==> src/shared/spt_pkg.sv <==
// Purpose: constants and types shared by the port link timer block
// Assumes: 50 MHz system clock, byte-addressed register port
// Notes: offsets are byte addresses
package spt_pkg;

	// register map
	localparam int ADDR_W = 20;
	localparam logic [19:0] TIMER_REG_OFS = 20'h12000;
	localparam logic [19:0] MODE_REG_OFS = 20'h12004;

	// timer settings register fields
	localparam int DISC_LSB = 28;
	localparam int RSND_LSB = 20;
	localparam logic [3:0] DISC_RST = 4'h9;
	localparam logic [3:0] RSND_RST = 4'h8;
	localparam logic [3:0] DISC_MIN_CODE = 4'h1;

	// mode register fields
	localparam int LANE_CFG_LSB = 30;
	localparam int IDLE_CHK_OFF_BIT = 29;
	localparam int TXFIFO_BYP_BIT = 28;
	localparam int MSG_OFF_BIT = 27;
	localparam int SELF_RST_BIT = 25;
	localparam int MC_IRQ_EN_BIT = 5;
	localparam int MC_FLAG_BIT = 4;
	localparam int RST_EN_BIT = 3;
	localparam int RST_CS_BIT = 2;
	localparam int ER_IRQ_EN_BIT = 1;
	localparam int ER_FLAG_BIT = 0;
	localparam logic [1:0] LANE_CFG_RST = 2'h0;

	// timing
	localparam int CLK_PERIOD_NS = 20;
	localparam int DISC_UNIT_NS = 840000;
	localparam int RSND_UNIT_NS = 107000000;
	localparam int DISC_UNIT_CYC = DISC_UNIT_NS / CLK_PERIOD_NS;
	localparam int RSND_UNIT_CYC = RSND_UNIT_NS / CLK_PERIOD_NS;

	typedef enum logic [1:0] {
		SPT_D_IDLE = 2'h0,
		SPT_D_WAIT = 2'h1,
		SPT_D_DONE = 2'h3
	} spt_disc_st_t;

	typedef enum logic [1:0] {
		SPT_R_IDLE = 2'h0,
		SPT_R_REPEAT = 2'h1,
		SPT_R_HELD = 2'h3
	} spt_rsnd_st_t;

	typedef struct packed {
		logic [1:0] port_lane_config;
		logic idle_symbol_check_off;
		logic tx_fifo_bypass;
		logic error_report_msg_off;
		logic self_reset_en;
		logic multicast_event_irq_enable;
		logic multicast_event_flag;
		logic reset_irq_en;
		logic reset_irq_cs;
		logic error_report_irq_enable;
		logic error_report_flag;
	} spt_mode_t;

	typedef struct packed {
		logic [19:0] addr;
		logic [31:0] wdata;
		logic wr;
		logic rd;
	} spt_bus_req_t;

	typedef struct packed {
		logic [3:0] disc_code;
		logic [3:0] error_report_resend_period;
		spt_mode_t mode;
		spt_disc_st_t disc_st;
		logic [3:0] disc_cnt;
		logic disc_timeout;
		spt_rsnd_st_t rsnd_st;
		logic [4:0] rsnd_cnt;
		logic pw_req;
		logic [31:0] rdata;
	} spt_state_t;

endpackage

==> src/verilog/spt_tick_gen.sv <==
// Purpose: free-running prescaler giving a one-cycle tick
// Assumes: PERIOD_CYC of at least 2
// Notes: tick phase is not tied to any request
`timescale 1ns/1ps
module spt_tick_gen #(
	parameter int unsigned PERIOD_CYC = 42000
) (
	// clock and reset
	input wire logic clk,
	input wire logic sys_rst,
	// tick out
	output logic tick
);
	localparam int W = $clog2(PERIOD_CYC);

	typedef struct packed {
		logic [W-1:0] cnt;
		logic tick;
	} spt_tick_state_t;

	spt_tick_state_t st_ff;
	spt_tick_state_t nxt_st;

	always_comb begin
		nxt_st = st_ff;
		nxt_st.tick = 1'b0;
		if (st_ff.cnt == W'(PERIOD_CYC - 1)) begin
			nxt_st.cnt = '0;
			nxt_st.tick = 1'b1;
		end else begin
			nxt_st.cnt = st_ff.cnt + W'(1);
		end
	end

	always_ff @(posedge clk) begin
		if (sys_rst) begin
			st_ff <= '0;
		end else begin
			st_ff <= nxt_st;
		end
	end

	assign tick = st_ff.tick;
endmodule

==> src/verilog/spt_link_timers.sv <==
// Purpose: discovery timer and error-report resend timer of a serial port
// Assumes: control inputs come from port logic on clk
// Notes: both timers count free-running prescaler ticks
//
// Behaviour
// - discovery waits the programmed discovery period
// - discovery period is code times 0.84 ms
// - discovery code resets to nine
// - pending error resends report periodically
// - error detect write stops the resends
// - resend code zero sends only once
// - resend period follows code, default 1000b
// - reserved timer bits read zero
// - message-off bit suppresses all reports
`timescale 1ns/1ps
module spt_link_timers #(
	parameter int unsigned DISC_UNIT_CYC = spt_pkg::DISC_UNIT_CYC,
	parameter int unsigned RSND_UNIT_CYC = spt_pkg::RSND_UNIT_CYC
) (
	// clock and reset
	input wire logic clk,
	input wire logic sys_rst,
	// register port
	input wire spt_pkg::spt_bus_req_t reg_req,
	output logic [31:0] reg_rdata,
	// link discovery
	input wire logic disc_start,
	output logic disc_timeout,
	// error reporting
	input wire logic err_pending,
	input wire logic err_detect_wr,
	output logic pw_req,
	// mode controls to the port
	output spt_pkg::spt_mode_t mode_ctl
);
	spt_pkg::spt_state_t st_ff;
	spt_pkg::spt_state_t nxt_st;
	logic disc_tick;
	logic rsnd_tick;

	spt_tick_gen #(
		.PERIOD_CYC(DISC_UNIT_CYC)
	) u_disc_tick (
		.clk(clk),
		.sys_rst(sys_rst),
		.tick(disc_tick)
	);

	spt_tick_gen #(
		.PERIOD_CYC(RSND_UNIT_CYC)
	) u_rsnd_tick (
		.clk(clk),
		.sys_rst(sys_rst),
		.tick(rsnd_tick)
	);

	function automatic logic [31:0] mode_word(input spt_pkg::spt_mode_t m);
		logic [31:0] w;
		w = 32'h0;
		w[spt_pkg::LANE_CFG_LSB +: 2] = m.port_lane_config;
		w[spt_pkg::IDLE_CHK_OFF_BIT] = m.idle_symbol_check_off;
		w[spt_pkg::TXFIFO_BYP_BIT] = m.tx_fifo_bypass;
		w[spt_pkg::MSG_OFF_BIT] = m.error_report_msg_off;
		w[spt_pkg::SELF_RST_BIT] = m.self_reset_en;
		w[spt_pkg::MC_IRQ_EN_BIT] = m.multicast_event_irq_enable;
		w[spt_pkg::MC_FLAG_BIT] = m.multicast_event_flag;
		w[spt_pkg::RST_EN_BIT] = m.reset_irq_en;
		w[spt_pkg::RST_CS_BIT] = m.reset_irq_cs;
		w[spt_pkg::ER_IRQ_EN_BIT] = m.error_report_irq_enable;
		w[spt_pkg::ER_FLAG_BIT] = m.error_report_flag;
		return w;
	endfunction

	always_comb begin
		logic [3:0] disc_lim;
		logic [3:0] disc_inc;
		logic fire;
		logic [31:0] tw;
		disc_lim = 4'h0;
		disc_inc = 4'h0;
		fire = 1'b0;
		tw = 32'h0;
		nxt_st = st_ff;
		nxt_st.disc_timeout = 1'b0;
		nxt_st.pw_req = 1'b0;
		nxt_st.rdata = 32'h0;

		// register writes
		if (reg_req.wr) begin
			if (reg_req.addr == spt_pkg::TIMER_REG_OFS) begin
				nxt_st.disc_code = reg_req.wdata[spt_pkg::DISC_LSB +: 4];
				nxt_st.error_report_resend_period = reg_req.wdata[spt_pkg::RSND_LSB +: 4];
			end else if (reg_req.addr == spt_pkg::MODE_REG_OFS) begin
				nxt_st.mode.port_lane_config = reg_req.wdata[spt_pkg::LANE_CFG_LSB +: 2];
				nxt_st.mode.idle_symbol_check_off = reg_req.wdata[spt_pkg::IDLE_CHK_OFF_BIT];
				nxt_st.mode.tx_fifo_bypass = reg_req.wdata[spt_pkg::TXFIFO_BYP_BIT];
				nxt_st.mode.error_report_msg_off = reg_req.wdata[spt_pkg::MSG_OFF_BIT];
				nxt_st.mode.self_reset_en = reg_req.wdata[spt_pkg::SELF_RST_BIT];
				nxt_st.mode.multicast_event_irq_enable = reg_req.wdata[spt_pkg::MC_IRQ_EN_BIT];
				nxt_st.mode.multicast_event_flag = reg_req.wdata[spt_pkg::MC_FLAG_BIT];
				nxt_st.mode.reset_irq_en = reg_req.wdata[spt_pkg::RST_EN_BIT];
				nxt_st.mode.reset_irq_cs = reg_req.wdata[spt_pkg::RST_CS_BIT];
				nxt_st.mode.error_report_irq_enable = reg_req.wdata[spt_pkg::ER_IRQ_EN_BIT];
				nxt_st.mode.error_report_flag = reg_req.wdata[spt_pkg::ER_FLAG_BIT];
			end
		end

		// register reads, data valid in the next cycle only
		if (reg_req.rd) begin
			if (reg_req.addr == spt_pkg::TIMER_REG_OFS) begin
				tw[spt_pkg::DISC_LSB +: 4] = st_ff.disc_code;
				tw[spt_pkg::RSND_LSB +: 4] = st_ff.error_report_resend_period;
				nxt_st.rdata = tw;
			end else if (reg_req.addr == spt_pkg::MODE_REG_OFS) begin
				nxt_st.rdata = mode_word(st_ff.mode);
			end
		end

		// discovery timer; reserved code 0 runs as code 1
		disc_lim = (st_ff.disc_code == 4'h0) ? spt_pkg::DISC_MIN_CODE : st_ff.disc_code;
		disc_inc = st_ff.disc_cnt + 4'h1;
		unique case (st_ff.disc_st)
			spt_pkg::SPT_D_IDLE, spt_pkg::SPT_D_DONE: begin
				if (disc_start) begin
					nxt_st.disc_st = spt_pkg::SPT_D_WAIT;
					nxt_st.disc_cnt = 4'h0;
				end
			end
			spt_pkg::SPT_D_WAIT: begin
				if (disc_start) begin
					nxt_st.disc_cnt = 4'h0;
				end else if (disc_tick) begin
					nxt_st.disc_cnt = disc_inc;
					if (disc_inc >= disc_lim) begin
						nxt_st.disc_timeout = 1'b1;
						nxt_st.disc_st = spt_pkg::SPT_D_DONE;
					end
				end
			end
			default: begin
				nxt_st.disc_st = spt_pkg::SPT_D_IDLE;
			end
		endcase

		// resend timer: code+1 free ticks give code..code+1 units
		unique case (st_ff.rsnd_st)
			spt_pkg::SPT_R_IDLE: begin
				if (err_pending && !err_detect_wr) begin
					fire = 1'b1;
					nxt_st.rsnd_cnt = 5'h0;
					if (st_ff.error_report_resend_period == 4'h0) begin
						nxt_st.rsnd_st = spt_pkg::SPT_R_HELD;
					end else begin
						nxt_st.rsnd_st = spt_pkg::SPT_R_REPEAT;
					end
				end else if (err_pending) begin
					// detect write beside a new error: nothing is sent
					nxt_st.rsnd_st = spt_pkg::SPT_R_HELD;
				end
			end
			spt_pkg::SPT_R_REPEAT: begin
				if (!err_pending) begin
					nxt_st.rsnd_st = spt_pkg::SPT_R_IDLE;
				end else if (err_detect_wr) begin
					nxt_st.rsnd_st = spt_pkg::SPT_R_HELD;
				end else if (st_ff.error_report_resend_period == 4'h0) begin
					nxt_st.rsnd_st = spt_pkg::SPT_R_HELD;
				end else if (rsnd_tick) begin
					if (st_ff.rsnd_cnt >= {1'b0, st_ff.error_report_resend_period}) begin
						fire = 1'b1;
						nxt_st.rsnd_cnt = 5'h0;
					end else begin
						nxt_st.rsnd_cnt = st_ff.rsnd_cnt + 5'h1;
					end
				end
			end
			spt_pkg::SPT_R_HELD: begin
				if (!err_pending) begin
					nxt_st.rsnd_st = spt_pkg::SPT_R_IDLE;
				end
			end
			default: begin
				nxt_st.rsnd_st = spt_pkg::SPT_R_IDLE;
			end
		endcase

		if (fire && !st_ff.mode.error_report_msg_off) begin
			nxt_st.pw_req = 1'b1;
			nxt_st.mode.error_report_flag = 1'b1;
		end
	end

	always_ff @(posedge clk) begin
		if (sys_rst) begin
			st_ff <= '0;
			st_ff.disc_code <= spt_pkg::DISC_RST;
			st_ff.error_report_resend_period <= spt_pkg::RSND_RST;
			st_ff.mode.port_lane_config <= spt_pkg::LANE_CFG_RST;
			st_ff.disc_st <= spt_pkg::SPT_D_IDLE;
			st_ff.rsnd_st <= spt_pkg::SPT_R_IDLE;
		end else begin
			st_ff <= nxt_st;
		end
	end

	assign reg_rdata = st_ff.rdata;
	assign disc_timeout = st_ff.disc_timeout;
	assign pw_req = st_ff.pw_req;
	assign mode_ctl = st_ff.mode;
endmodule

==> config.mk <==
export PLATFORM = sky130hd
export DESIGN_NAME = spt_link_timers
export DESIGN_NICKNAME = d
export VERILOG_FILES = /design/src/shared/spt_pkg.sv /design/src/verilog/spt_tick_gen.sv /design/src/verilog/spt_link_timers.sv
export SDC_FILE = /design/constraint.sdc
export NUM_CORES = 1
export LEC_CHECK = 0
export BUFFER_PORTS_ARGS = -buffer_cell sky130_fd_sc_hd__buf_2
export CORE_MARGIN = 2
export CORE_UTILIZATION = 25
export CTS_CLUSTER_SIZE = 25
export DETAILED_ROUTE_END_ITERATION = 8
export PLACE_DENSITY = 0.44
export SKIP_CTS_REPAIR_TIMING = 1
export SLEW_MARGIN = 10
export SYNTH_ARGS = -nofsm -noshare
export SYNTH_HDL_FRONTEND = slang
export SYNTH_SLANG_ARGS = --single-unit
==> constraint.sdc <==
create_clock -name clk -period 2.47 [get_ports clk]
set_clock_uncertainty 0.05 [all_clocks]
set_input_delay 0.247 -clock clk [delete_from_list [all_inputs] [get_ports clk]]
set_output_delay 0.247 -clock clk [all_outputs]
set_load 0.03 [all_outputs]
# Word level (Yosys, flattened, before mapping)
# Index checks and enable logic that the tools add are counted.
[word_totals]
reg_bits = 108
inputBits = 59
out_inout_bits = 46
word_cells = 125
[op_classes]
addsub = 4
magnitude_cmp = 2
n_eq_ne = 22
n_mux = 40
bitwise_logic = 5
n_reduce_logical = 26
[ops]
columns = ["op", "count"]
rows = [
  ["two-way mux 32 bit", 2],
  ["== test 20 x 17 -> 1 bit, second input constant", 2],
  ["two-way mux 5 bit", 6],
  ["adder 23 x 1 -> 23 bit, second input constant", 1],
  ["== test 23 bit, second input constant", 1],
  ["two-way mux 2 bit", 9],
  ["adder 16 x 1 -> 16 bit, second input constant", 1],
  ["== test 16 bit, second input constant", 1],
  ["!= test 2 bit, second input constant", 8],
  ["two-way mux 1 bit", 14],
  ["AND reduction 3 bit", 4],
  ["case mux 5 bit (2 select lines)", 1],
  ["zero test 4 bit", 2],
  ["two-way mux 4 bit", 2],
  ["case mux 4 bit (2 select lines)", 1],
  ["nonzero test 2 bit", 4],
  ["OR reduction 2 bit", 4],
  ["OR reduction 4 bit", 2],
  ["two-way mux 7 bit", 1],
  ["two-way mux 6 bit", 1],
  ["!= test 2 x 1 -> 1 bit, second input constant", 3],
  ["case mux 2 bit (3 select lines)", 1],
  ["AND reduction 6 bit", 1],
  ["adder 5 x 1 -> 5 bit, second input constant", 1],
  ["other kinds (17)", 26],
]

# Depth between registers and ports, before layout
# Gate-level depths: netlist of the first run.
[depth]
ltp_word = 10
ltp_mapped = 8
depth_no_buf = 8

# Cells and area by module
# A second synthesis of the first run with hierarchy kept.
[hier_totals]
cells_unflattened = 484
area_unflattened_um2 = 4499.3
[modules_own_cells]
columns = ["mod", "instances", "cells_per_inst", "area_each_um2", "seq_area_each_um2"]
rows = [
  ["spt_link_timers", 1, 276, 2610.0, 1021.0],
  ["spt_tick_gen at u_rsnd_tick", 1, 127, 1134.8, 480.5],
  ["spt_tick_gen at u_disc_tick", 1, 81, 754.5, 340.3],
]

# Least setup slack after synthesis of the first run
# No wires, ideal clock.
[synth_path]
path_type = "register to register"
start = "register st_ff[41] in the netlist's numbering"
end = "register st_ff[45] in the netlist's numbering"
setup_ps = 71
arrival_time_ps = 1741
required_time_ps = 2349
slack_ps = 608
path_stages_with_launch = 9
n_path_buf = 0
synth_period_minus_slack_ps = 1862
path_cell_list = "dfxtp_1 > ha_1 > xor2_1 > ha_1 > nand2_1 > o21ai_0 > a31oi_1 > or3_1 > a21oi_1"
[synth_via]
elab_chain_len = 4
[synth_lines]
columns = ["element", "line", "rtl"]
rows = [
  ["from (decl)", "spt_link_timers.sv:36", "spt_pkg::spt_state_t st_ff;"],
  ["from (signal assigned)", "spt_link_timers.sv:202", "st_ff <= nxt_st;"],
  ["adder 4 x 1 -> 4 bit", "spt_link_timers.sv:121", "disc_inc = st_ff.disc_cnt + 4'h1;"],
  ["greater-or-equal comparator 4 bit", "spt_link_timers.sv:134", "if (disc_inc >= disc_lim) begin"],
  ["!= test 2 bit (no line)", "n/a", ""],
  ["AND reduction 4 bit (no line)", "n/a", ""],
]
# Every way passes these cells.
# A chain may end at the register's enable or synchronous reset.

# Worst setup path in the final report of the first run
# Ends and elaborated chain as after synthesis.

==> results of run 1 <==
==> worst max-delay path: stages (launching register included) <==
cell	delay (ps)
dfxtp_1	350
ha_1	250
xor2_1	150
ha_1	310
nand2_1	50
o21ai_0	160
a31oi_1	120
or3_1	360
a21oi_1	140
==> layer usage <==
metal	track usage, %	part of all wire, %	vias up
met2	15.64	43	83
met1	12.39	47	1470
met3	3.370	7.7	18
li1	-	-	1667
met4	4.754	2.2	2
met5	0	0.14	-
==> how the worst max path moves through the flow <==
stage,from,to,slack (ps),cells after the start
floorplan,st_ff[41],st_ff[45],610,8
global placement,st_ff[41],st_ff[45],440,8
detailed placement,st_ff[41],st_ff[45],470,8
CTS,st_ff[41],st_ff[45],450,8
global route,st_ff[41],st_ff[45],330,8
finish,st_ff[41],st_ff[45],460,8
==> final cells by class <==
class                      instances  area, µm²
fill                            1879      12290
multi-input combinational        330       2145
sequential                        92       1842
timing repair buffer              75      382.9
tap                              225      281.5
clock buffer                      11      242.7
inverter                          18      67.56
clock inverter                     4      48.80
==> power by group through the flow <==
stage	clock [mW]	combinational, mW	sequential (mW)
after floorplan	0	0.141	1.54
after global placement	0	0.179	1.54
after detailed placement	0	0.182	1.54
after CTS	1.43	0.182	1.51
after global routing	1.50	0.200	1.51
final	1.37	0.180	1.51
==> placed cells by master (no fill, tap or decap), types with 3 or more instances in the layout <==
cell / count
a21oi_1: 10
dfxtp_1: 92
o21ai_0: 11
nor2_1: 72
xor2_1: 25
nor4b_1: 4
buf_4: 3
ha_1: 14
mux2i_1: 19
o21a_1: 3
conb_1: 16
nor4_1: 9
xnor2_1: 14
nand2b_1: 4
nand4_1: 12
and2_1: 11
clkbuf_16: 9
and3_1: 7
inv_1: 17
nor2b_1: 3
nand3_1: 15
buf_2: 72
o211ai_1: 3
nor4b_2: 3
nand2_1: 28
nor3_1: 11
==> logic make-up (layout without fill, tap and decap cells) <==
logic type,count (synthesis),in the layout,share of synthesized area [%]
xor+xnor,39,39,7.738
fa+ha+maj,14,14,3.968
compound gates,38,38,5.556
mux,19,19,4.308
buf+inv,73,108,10.97
other cells,1,16,0.08495
flops,92,92,41.72
simple gates,204,204,25.65
==> registers in the layout, indices dropped and copies added (netlist names) <==
name / count
disc_timeout: 1
pw_req: 1
u_disc_tick.st_ff: 16
u_disc_tick.tick: 1
st_ff: 21
u_rsnd_tick.tick: 1
u_rsnd_tick.st_ff: 23
reg_rdata: 16
mode_ctl: 12
==> reports/metrics.csv, run 1 <==
metric,value,unit
outcome,"complete, no violations",
I/O Pins,105,
final-stage net count,599,
gr ovfl total,0,
layout cell share with drive strength beyond 1,20.38,%
vias per inst,4.291,
Main synth FF type,dfxtp_1,
sequential fraction of the synthesis area,41.72,%
Worst Path Arrival,2230,ps
PwrDens,612.1,nW/µm²
synthesized area per cell,9.196,µm²
dpl ws,470.5,ps
Clk network pwr share,44.8,%
Tot GR Track Use,10.01,%
cell with the most instances after synthesis,dfxtp_1,
post-route cell area,5010,µm²
maximum vdd drop,0.0003266,V
f_max,0.4977,GHz
worst flop-to-flop path endpoint,st_ff[45],
P_sw,0.6978,mW
max-cap violation count,0,
final worst setup slack,460.6,ps
Hold Path End,st_ff[62],
Ys Warns,0,
Tot Pwr,3.067,mW
TritonCTS Buffers,9,
"reg-to-reg slack, setup",460,ps
CP Data Required Time,2690,ps
Post-Route WL,9.002,mm
Pre-antenna DRT Iters,4,
Combinational Power Share,5.9,%
"Cell Area, Synth",4414,µm²
CORE AREA,17300,µm²
Slew @ Worst Pin,596.7,ps
TNS Setup,0,ps
Inst Count DP,740,
number of port buffers,72,
routed len/inst,11.92,µm
hold crit path type,in2reg,
DIE HEIGHT,136.9,µm
Worst setup SP type,register,
Post-DRT Antenna Nets,0,
RSZ-0062 raised after global routing,false,
Reg power frac,49.3,%
"Distinct cells, synth",57,
Area growth syn-to-layout,13.49,%
Root Driver,clkbuf_16,
final setup violation count,0,
Synth area leaders,"dfxtp_1, buf_4, nor2_1, xor2_1, mux2i_1",
first-pass GRT wire length,14.63,mm
Iter 0 DRT Violations,114,
final period utilization,81.35,%
ys async rst share,0,%
Slew HR,59.70,%
RR Startpoint,st_ff[41],
Switching Share,22.75,%
ant diodes,0,
row cnt,48,
Yosys top cell area share,41.72,%
CTS tree,done,
worst hold slack,79.77,ps
Post-synth EDFFs,0,
list of most frequent post-synthesis cells,"dfxtp_1, nor2_1, buf_4",
vias in the first global route,3044,
die area,18740,µm²
Tmin final,2009,ps
Post-Syn Instances,480,
r2r worst-path depth,8,
crit path max fanout,5,
largest net degree at the start of global routing,36,
via count,3240,
Leak,2.029,nW
"Hold Violations, Final",0,
CTS max path bufs,2,
Hold Path Depth,3,
Placer Congestion,0.7540,
"flops & latches, synth",92,
Worst Hold Launch,reg_req[25],
clk_lat worst skew,350,ps
kind of critical path,reg2reg,
filler-free cell count of the finished design,755,
Slew Limit Fails,0,
Chip Width,136.9,µm
Worst-path clk slew,60,ps
Starting Density,25.52,%
placed instance area,4718,µm²
Final HPWL DP,6.720,mm
clk sinks,92,
antenna violations before repair,1,
Synth area leader,dfxtp_1,
htree depth,3,
fin util,28.96,%
Cell Int Power,2.369,mW
Crit. End Element,register,
drt drc,0,
Power figures use the tool's default switching activity.
==> inputs of run 2 (changes only) <==
ABC_AREA = 1   (was not set)
PLACE_DENSITY = 0.45   (was 0.44)
clock period = 1.78 ns   (was 2.47 ns; I/O delays follow)
==> run 2 against run 1 <==
  * The flow now finishes with violations (negative hold slack)
  * Setup slack worse by 380 ps
  * Via count grew 22%
  * Synthesized cell count grew 42%
  * Register-to-register slack got worse by 380 ps
  * Total power grew 43%
  * Fmax rose by 18%
  * Highest routed layer is now met4
==> reports/metrics.csv, run 2 <==
metric,value,unit,change
outcome,"complete, but fails checks",,"was complete, no violations"
failing checks,negative hold slack,,
vias in the first global route,3733,,was 3044
Tot Pwr,4.397,mW,was 3.067 mW
crit path max fanout,5,,unchanged
Main synth FF type,dfxtp_1,,unchanged
final setup violation count,0,,unchanged
Post-Route WL,10.25,mm,was 9.002 mm
Synth area leader,dfxtp_1,,unchanged
Post-Syn Instances,682,,was 480
htree depth,3,,unchanged
DIE HEIGHT,141.5,µm,was 136.9 µm
die area,20020,µm²,was 18740 µm²
Switching Share,24.94,%,was 22.75%
cell with the most instances after synthesis,nand2_1,,was dfxtp_1
Crit. End Element,register,,unchanged
layout cell share with drive strength beyond 1,16.55,%,was 20.38%
hold crit path type,in2reg,,unchanged
final-stage net count,811,,was 599
"commonest non-fill, non-tap cell in the layout",nand2_1,,was dfxtp_1
Clk network pwr share,45.4,%,was 44.8%
Leak,2.518,nW,was 2.029 nW
vias per inst,4.060,,was 4.291
f_max,0.5889,GHz,was 0.4977 GHz
Final HPWL DP,7.837,mm,was 6.720 mm
via count,3967,,was 3240
CORE AREA,18640,µm²,was 17300 µm²
Root Driver,clkbuf_16,,unchanged
kind of critical path,reg2reg,,unchanged
sequential fraction of the synthesis area,38.97,%,was 41.72%
synthesized area per cell,6.929,µm²,was 9.196 µm²
Yosys top cell area share,38.97,%,was 41.72%
Chip Width,141.5,µm,was 136.9 µm
maximum vdd drop,0.0004203,V,was 0.0003266 V
Hold Path Depth,3,,unchanged
P_sw,1.097,mW,was 0.6978 mW
largest net degree at the start of global routing,25,,was 36
"flops & latches, synth",92,,unchanged
most flop-heavy register,u_rsnd_tick.st_ff,,unchanged
max reg flops,23,,unchanged
row cnt,50,,was 48
I/O Pins,105,,unchanged
Post-synth EDFFs,0,,unchanged
CTS tree,done,,unchanged
routed len/inst,10.49,µm,was 11.92 µm
Starting Density,25.35,%,was 25.52%
final period utilization,95.40,%,was 81.35%
ant diodes,0,,unchanged
max-cap violation count,0,,unchanged
clk sinks,92,,unchanged
CTS max path bufs,2,,unchanged
most frequent cells in the layout,"nand2_1, nor2_1, inv_1, dfxtp_1, buf_2",,"was dfxtp_1, nor2_1, buf_2, nand2_1, xor2_1"
"Cell Area, Synth",4726,µm²,was 4414 µm²
Synth area leaders,"dfxtp_1, nand2_1, nor2_1, inv_1, buf_4",,"was dfxtp_1, buf_4, nor2_1, xor2_1, mux2i_1"
Ys Warns,0,,unchanged
Pre-antenna DRT Iters,4,,unchanged
gr ovfl total,0,,unchanged
TritonCTS Buffers,9,,unchanged
list of most frequent post-synthesis cells,"nand2_1, nor2_1, inv_1",,"was dfxtp_1, nor2_1, buf_4"
placed instance area,5147,µm²,was 4718 µm²
Post-DRT Antenna Nets,0,,unchanged
"Hold Violations, Final",1,,was 0
number of port buffers,72,,unchanged
PwrDens,804.4,nW/µm²,was 612.1 nW/µm²
post-route cell area,5466,µm²,was 5010 µm²
biggest regs,"u_rsnd_tick.st_ff: 23 flops, st_ff: 21 flops",,unchanged
Worst setup SP type,register,,unchanged
drt drc,0,,unchanged
ys async rst share,0,%,unchanged
Worst-path clk slew,70,ps,was 60 ps
"Distinct cells, synth",35,,was 57
RSZ-0062 raised after global routing,true,,was false
Tmin final,1698,ps,was 2009 ps
Reg power frac,48.0,%,was 49.3%
Iter 0 DRT Violations,136,,was 114
Placer Congestion,0.7536,,was 0.7540
antenna violations before repair,0,,was 1
Area growth syn-to-layout,15.67,%,was 13.49%
first-pass GRT wire length,17.18,mm,was 14.63 mm
CP Data Required Time,1970,ps,was 2690 ps
worst hold slack,-8.242,ps,was 79.77 ps
clk_lat worst skew,340,ps,was 350 ps
Worst Path Arrival,1890,ps,was 2230 ps
r2r worst-path depth,11,,was 8
Slew Limit Fails,0,,unchanged
Cell Int Power,3.300,mW,was 2.369 mW
Tot GR Track Use,10.55,%,was 10.01%
Combinational Power Share,6.6,%,was 5.9%
==> run 2: cell count changes after synthesis, moves of 8 or more <==
cell	delta
nand4_1	+8
nand2_1	+120
mux2i_1	-19
a21oi_1	+18
inv_1	+79
and2_1	-11
nand3_1	+21
xor2_1	-15
nor2_1	+54
xnor2_1	-10
==> run 2: cells by family (layout without fill, tap and decap cells) <==
| group | after synthesis | after routing | synth area share (%) |
|---|---|---|---|
| compound gates | 47 | 47 | 5.348 |
| xor+xnor | 14 | 14 | 2.594 |
| fa+ha+maj | 14 | 14 | 3.707 |
| buf+inv | 152 | 198 | 16.12 |
| flops | 92 | 92 | 38.97 |
| other cells | 1 | 16 | 0.07935 |
| simple gates | 362 | 362 | 33.17 |
==> run 2: worst max-delay path, cell delays in order (launching register included) <==
cell      delay [ps]
dfxtp_4          360
ha_1             310
ha_1             300
inv_1             50
o21bai_1         110
nand2_1           60
nand3_1           80
nand2_1           70
nand2_1           80
nand2_1           50
nand2_1           50
nor2_1            40
==> run 2: through the flow <==
step	worst slack (ps)	hold WS, ps	setup TNS [ps]	utilization, %	cells
floorplan	179.3	241.2	0	-	697
global placement	56.56	339.2	0	27.61	961
detailed placement	29.62	348.8	0	27.61	961
CTS	16.20	-28.22	0	29.26	977
global route	-102.8	5.892	-156.5	29.32	977
finish	81.92	-8.242	0	29.32	977
==> run 2: path summary, 6_finish.rpt <==
check	start	to	slack [ps]
worst max-delay path	st_ff[41]	st_ff[45]	80
worst min-delay path	reg_req[25]	st_ff[62]	-8
worst max register to register	st_ff[41]	st_ff[45]	80
worst min register to register	mode_ctl[2]	reg_rdata[2]	400
==> run 2: power groups by stage <==
| stage | Sequential [mW] | Combinational, mW | Clock [mW] |
|---|---|---|---|
| 2_1_floorplan | 2.15 | 0.228 | 0 |
| 4_1_cts | 2.11 | 0.294 | 2.09 |
| 6_report | 2.11 | 0.290 | 2.00 |
| 5_1_grt | 2.11 | 0.336 | 2.16 |
| 3_5_place_dp | 2.16 | 0.292 | 0 |
| 3_3_place_gp | 2.16 | 0.292 | 0 |
==> run 2: area by class of cell <==
class	instances	area (µm²)
multi-input cells	453	2185
inverters	97	364.1
flip-flops and latches	92	1847
fillers	2067	13180
well taps	234	292.8
repair buffers	85	470.5
clock buffers	9	225.2
clock inverters	7	82.58
==> run 2: routing by layer <==
metal	track usage [%]	wire length (µm)
met5	0	0
met4	3.316	132
met3	2.734	499
met2	17.81	4524
met1	13.19	5096
==> inputs of run 3 (changes only) <==
PLACE_DENSITY = 0.44   (was 0.45)
clock period = 1.65 ns   (was 1.78 ns; I/O delays follow)
==> run 3 against run 2 <==
  * The run ends with negative hold slack, negative setup slack left
  * Combinational power increased by 36%
  * First-iteration DRC count increased by 43%
  * Clock-buffer cell count unchanged
  * Utilization increased by 1.8 points
  * Sequential power increased by 8%
  * Global-route usage increased by 0.45 points
  * Sequential share of layout area decreased by 1.9 points
  * Setup slack got worse by 93 ps
  * Critical path depth increased by 1
  * Non-clock buffer count increased by 24
  * Critical endpoint unchanged
==> reports/metrics.csv, run 3 (same netlist as run 2, synthesis figures left out) <==
metric,value,unit,change
hold crit path type,in2reg,,unchanged
post-route cell area,5803,µm²,was 5466 µm²
CTS max path bufs,2,,unchanged
Root Driver,clkbuf_16,,unchanged
final setup violation count,1,,was 0
most frequent cells in the layout,"nand2_1, nor2_1, inv_1, dfxtp_1, buf_2",,unchanged
final worst setup slack,-10.78,ps,was 81.92 ps
Starting Density,25.35,%,unchanged
Worst setup SP type,register,,unchanged
CORE AREA,18640,µm²,unchanged
failing checks,"negative hold slack, negative setup slack",,was negative hold slack
kind of critical path,reg2reg,,unchanged
Leak,2.645,nW,was 2.518 nW
largest net degree at the start of global routing,24,,was 25
final-stage net count,835,,was 811
Final HPWL DP,8.114,mm,was 7.837 mm
Chip Width,141.5,µm,unchanged
Area growth syn-to-layout,22.80,%,was 15.67%
placed instance area,5315,µm²,was 5147 µm²
f_max,0.6021,GHz,was 0.5889 GHz
clk_lat worst skew,350,ps,was 340 ps
worst hold slack,-13.25,ps,was -8.242 ps
row cnt,50,,unchanged
Tot Pwr,4.837,mW,was 4.397 mW
CP Data Required Time,1890,ps,was 1970 ps
outcome,"complete, but fails checks",,unchanged
TNS Setup,-10.78,ps,was 0 ps
first-pass GRT wire length,17.80,mm,was 17.18 mm
die area,20020,µm²,unchanged
Placer Congestion,0.7492,,was 0.7536
dpl ws,-64.66,ps,was 29.62 ps
PwrDens,833.6,nW/µm²,was 804.4 nW/µm²
htree depth,3,,unchanged
"commonest non-fill, non-tap cell in the layout",nand2_1,,unchanged
gr ovfl total,0,,unchanged
max reg flops,23,,unchanged
via count,4027,,was 3967
Pre-antenna DRT Iters,4,,unchanged
Slew Limit Fails,0,,unchanged
DIE HEIGHT,141.5,µm,unchanged
Tot GR Track Use,11.00,%,was 10.55%
biggest regs,"u_rsnd_tick.st_ff: 23 flops, st_ff: 21 flops",,unchanged
Iter 0 DRT Violations,194,,was 136
drt drc,0,,unchanged
ant diodes,0,,unchanged
Worst-path clk slew,70,ps,about the same
CTS tree,done,,unchanged
I/O Pins,105,,unchanged
vias per inst,4.023,,was 4.060
most flop-heavy register,u_rsnd_tick.st_ff,,unchanged
number of port buffers,72,,unchanged
Post-Route WL,10.66,mm,was 10.25 mm
clk sinks,92,,unchanged
Crit. End Element,register,,unchanged
Tmin final,1661,ps,was 1698 ps
"Hold Violations, Final",7,,was 1
max-cap violation count,0,,unchanged
crit path max fanout,4,,was 5
layout cell share with drive strength beyond 1,21.90,%,was 16.55%
final period utilization,100.7,%,was 95.40%
maximum vdd drop,0.0004631,V,was 0.0004203 V
TritonCTS Buffers,9,,unchanged
Post-DRT Antenna Nets,0,,unchanged
antenna violations before repair,0,,unchanged
vias in the first global route,3807,,was 3733
RSZ-0062 raised after global routing,true,,unchanged
Worst Path Arrival,1900,ps,was 1890 ps
routed len/inst,10.65,µm,was 10.49 µm
run 3: metal layers:
layer,global-route usage [%],part of all wire (%)
met1,14.02,51
met2,18.11,44
met3,3.004,4.4
met4,3.474,0.87
met5,0,0
run 3: area by class of cell:
type | count | area (µm²)
fill | 2073 | 12840
sequential | 92 | 1852
inverter | 97 | 364.1
tap | 234 | 292.8
clock inverter | 7 | 82.58
timing repair buffer | 109 | 685.7
multi-input combinational | 453 | 2301
clock buffer | 9 | 225.2
run 3: where the power goes:
group,internal [mW],switching (mW),total (mW)
combinational,0.168,0.228,0.395
clock,1.20,0.965,2.16
sequential,2.25,0.0257,2.28
total,3.62,1.22,4.84
run 3: path summary, 6_finish.rpt:
check                           cells after the start  slack, ps                    to                 start
worst min-delay path                                3        -10           mode_ctl[6]           reg_req[27]
worst max-delay path                               12        -10             st_ff[45]             st_ff[41]
worst min register to register                      1        370  u_disc_tick.st_ff[1]  u_disc_tick.st_ff[1]
worst max register to register                     12        -10             st_ff[45]             st_ff[41]
run 3: worst max-delay path, cell delays in order, from the launching register on:
cell	delay, ps
dfxtp_4	360
ha_4	160
xor2_2	170
ha_1	280
nand2_2	70
inv_2	40
nand2_2	60
nand3_2	80
nand2_2	90
nand2_2	50
nand2_1	50
nand2_1	40
nor2_1	90
run 3: through the flow:
step                instances  util [%]
floorplan                 697         -
finish                   1001     31.13
detailed placement        980     28.51
CTS                       996     30.16
global placement          980     28.51
global route             1001     31.13
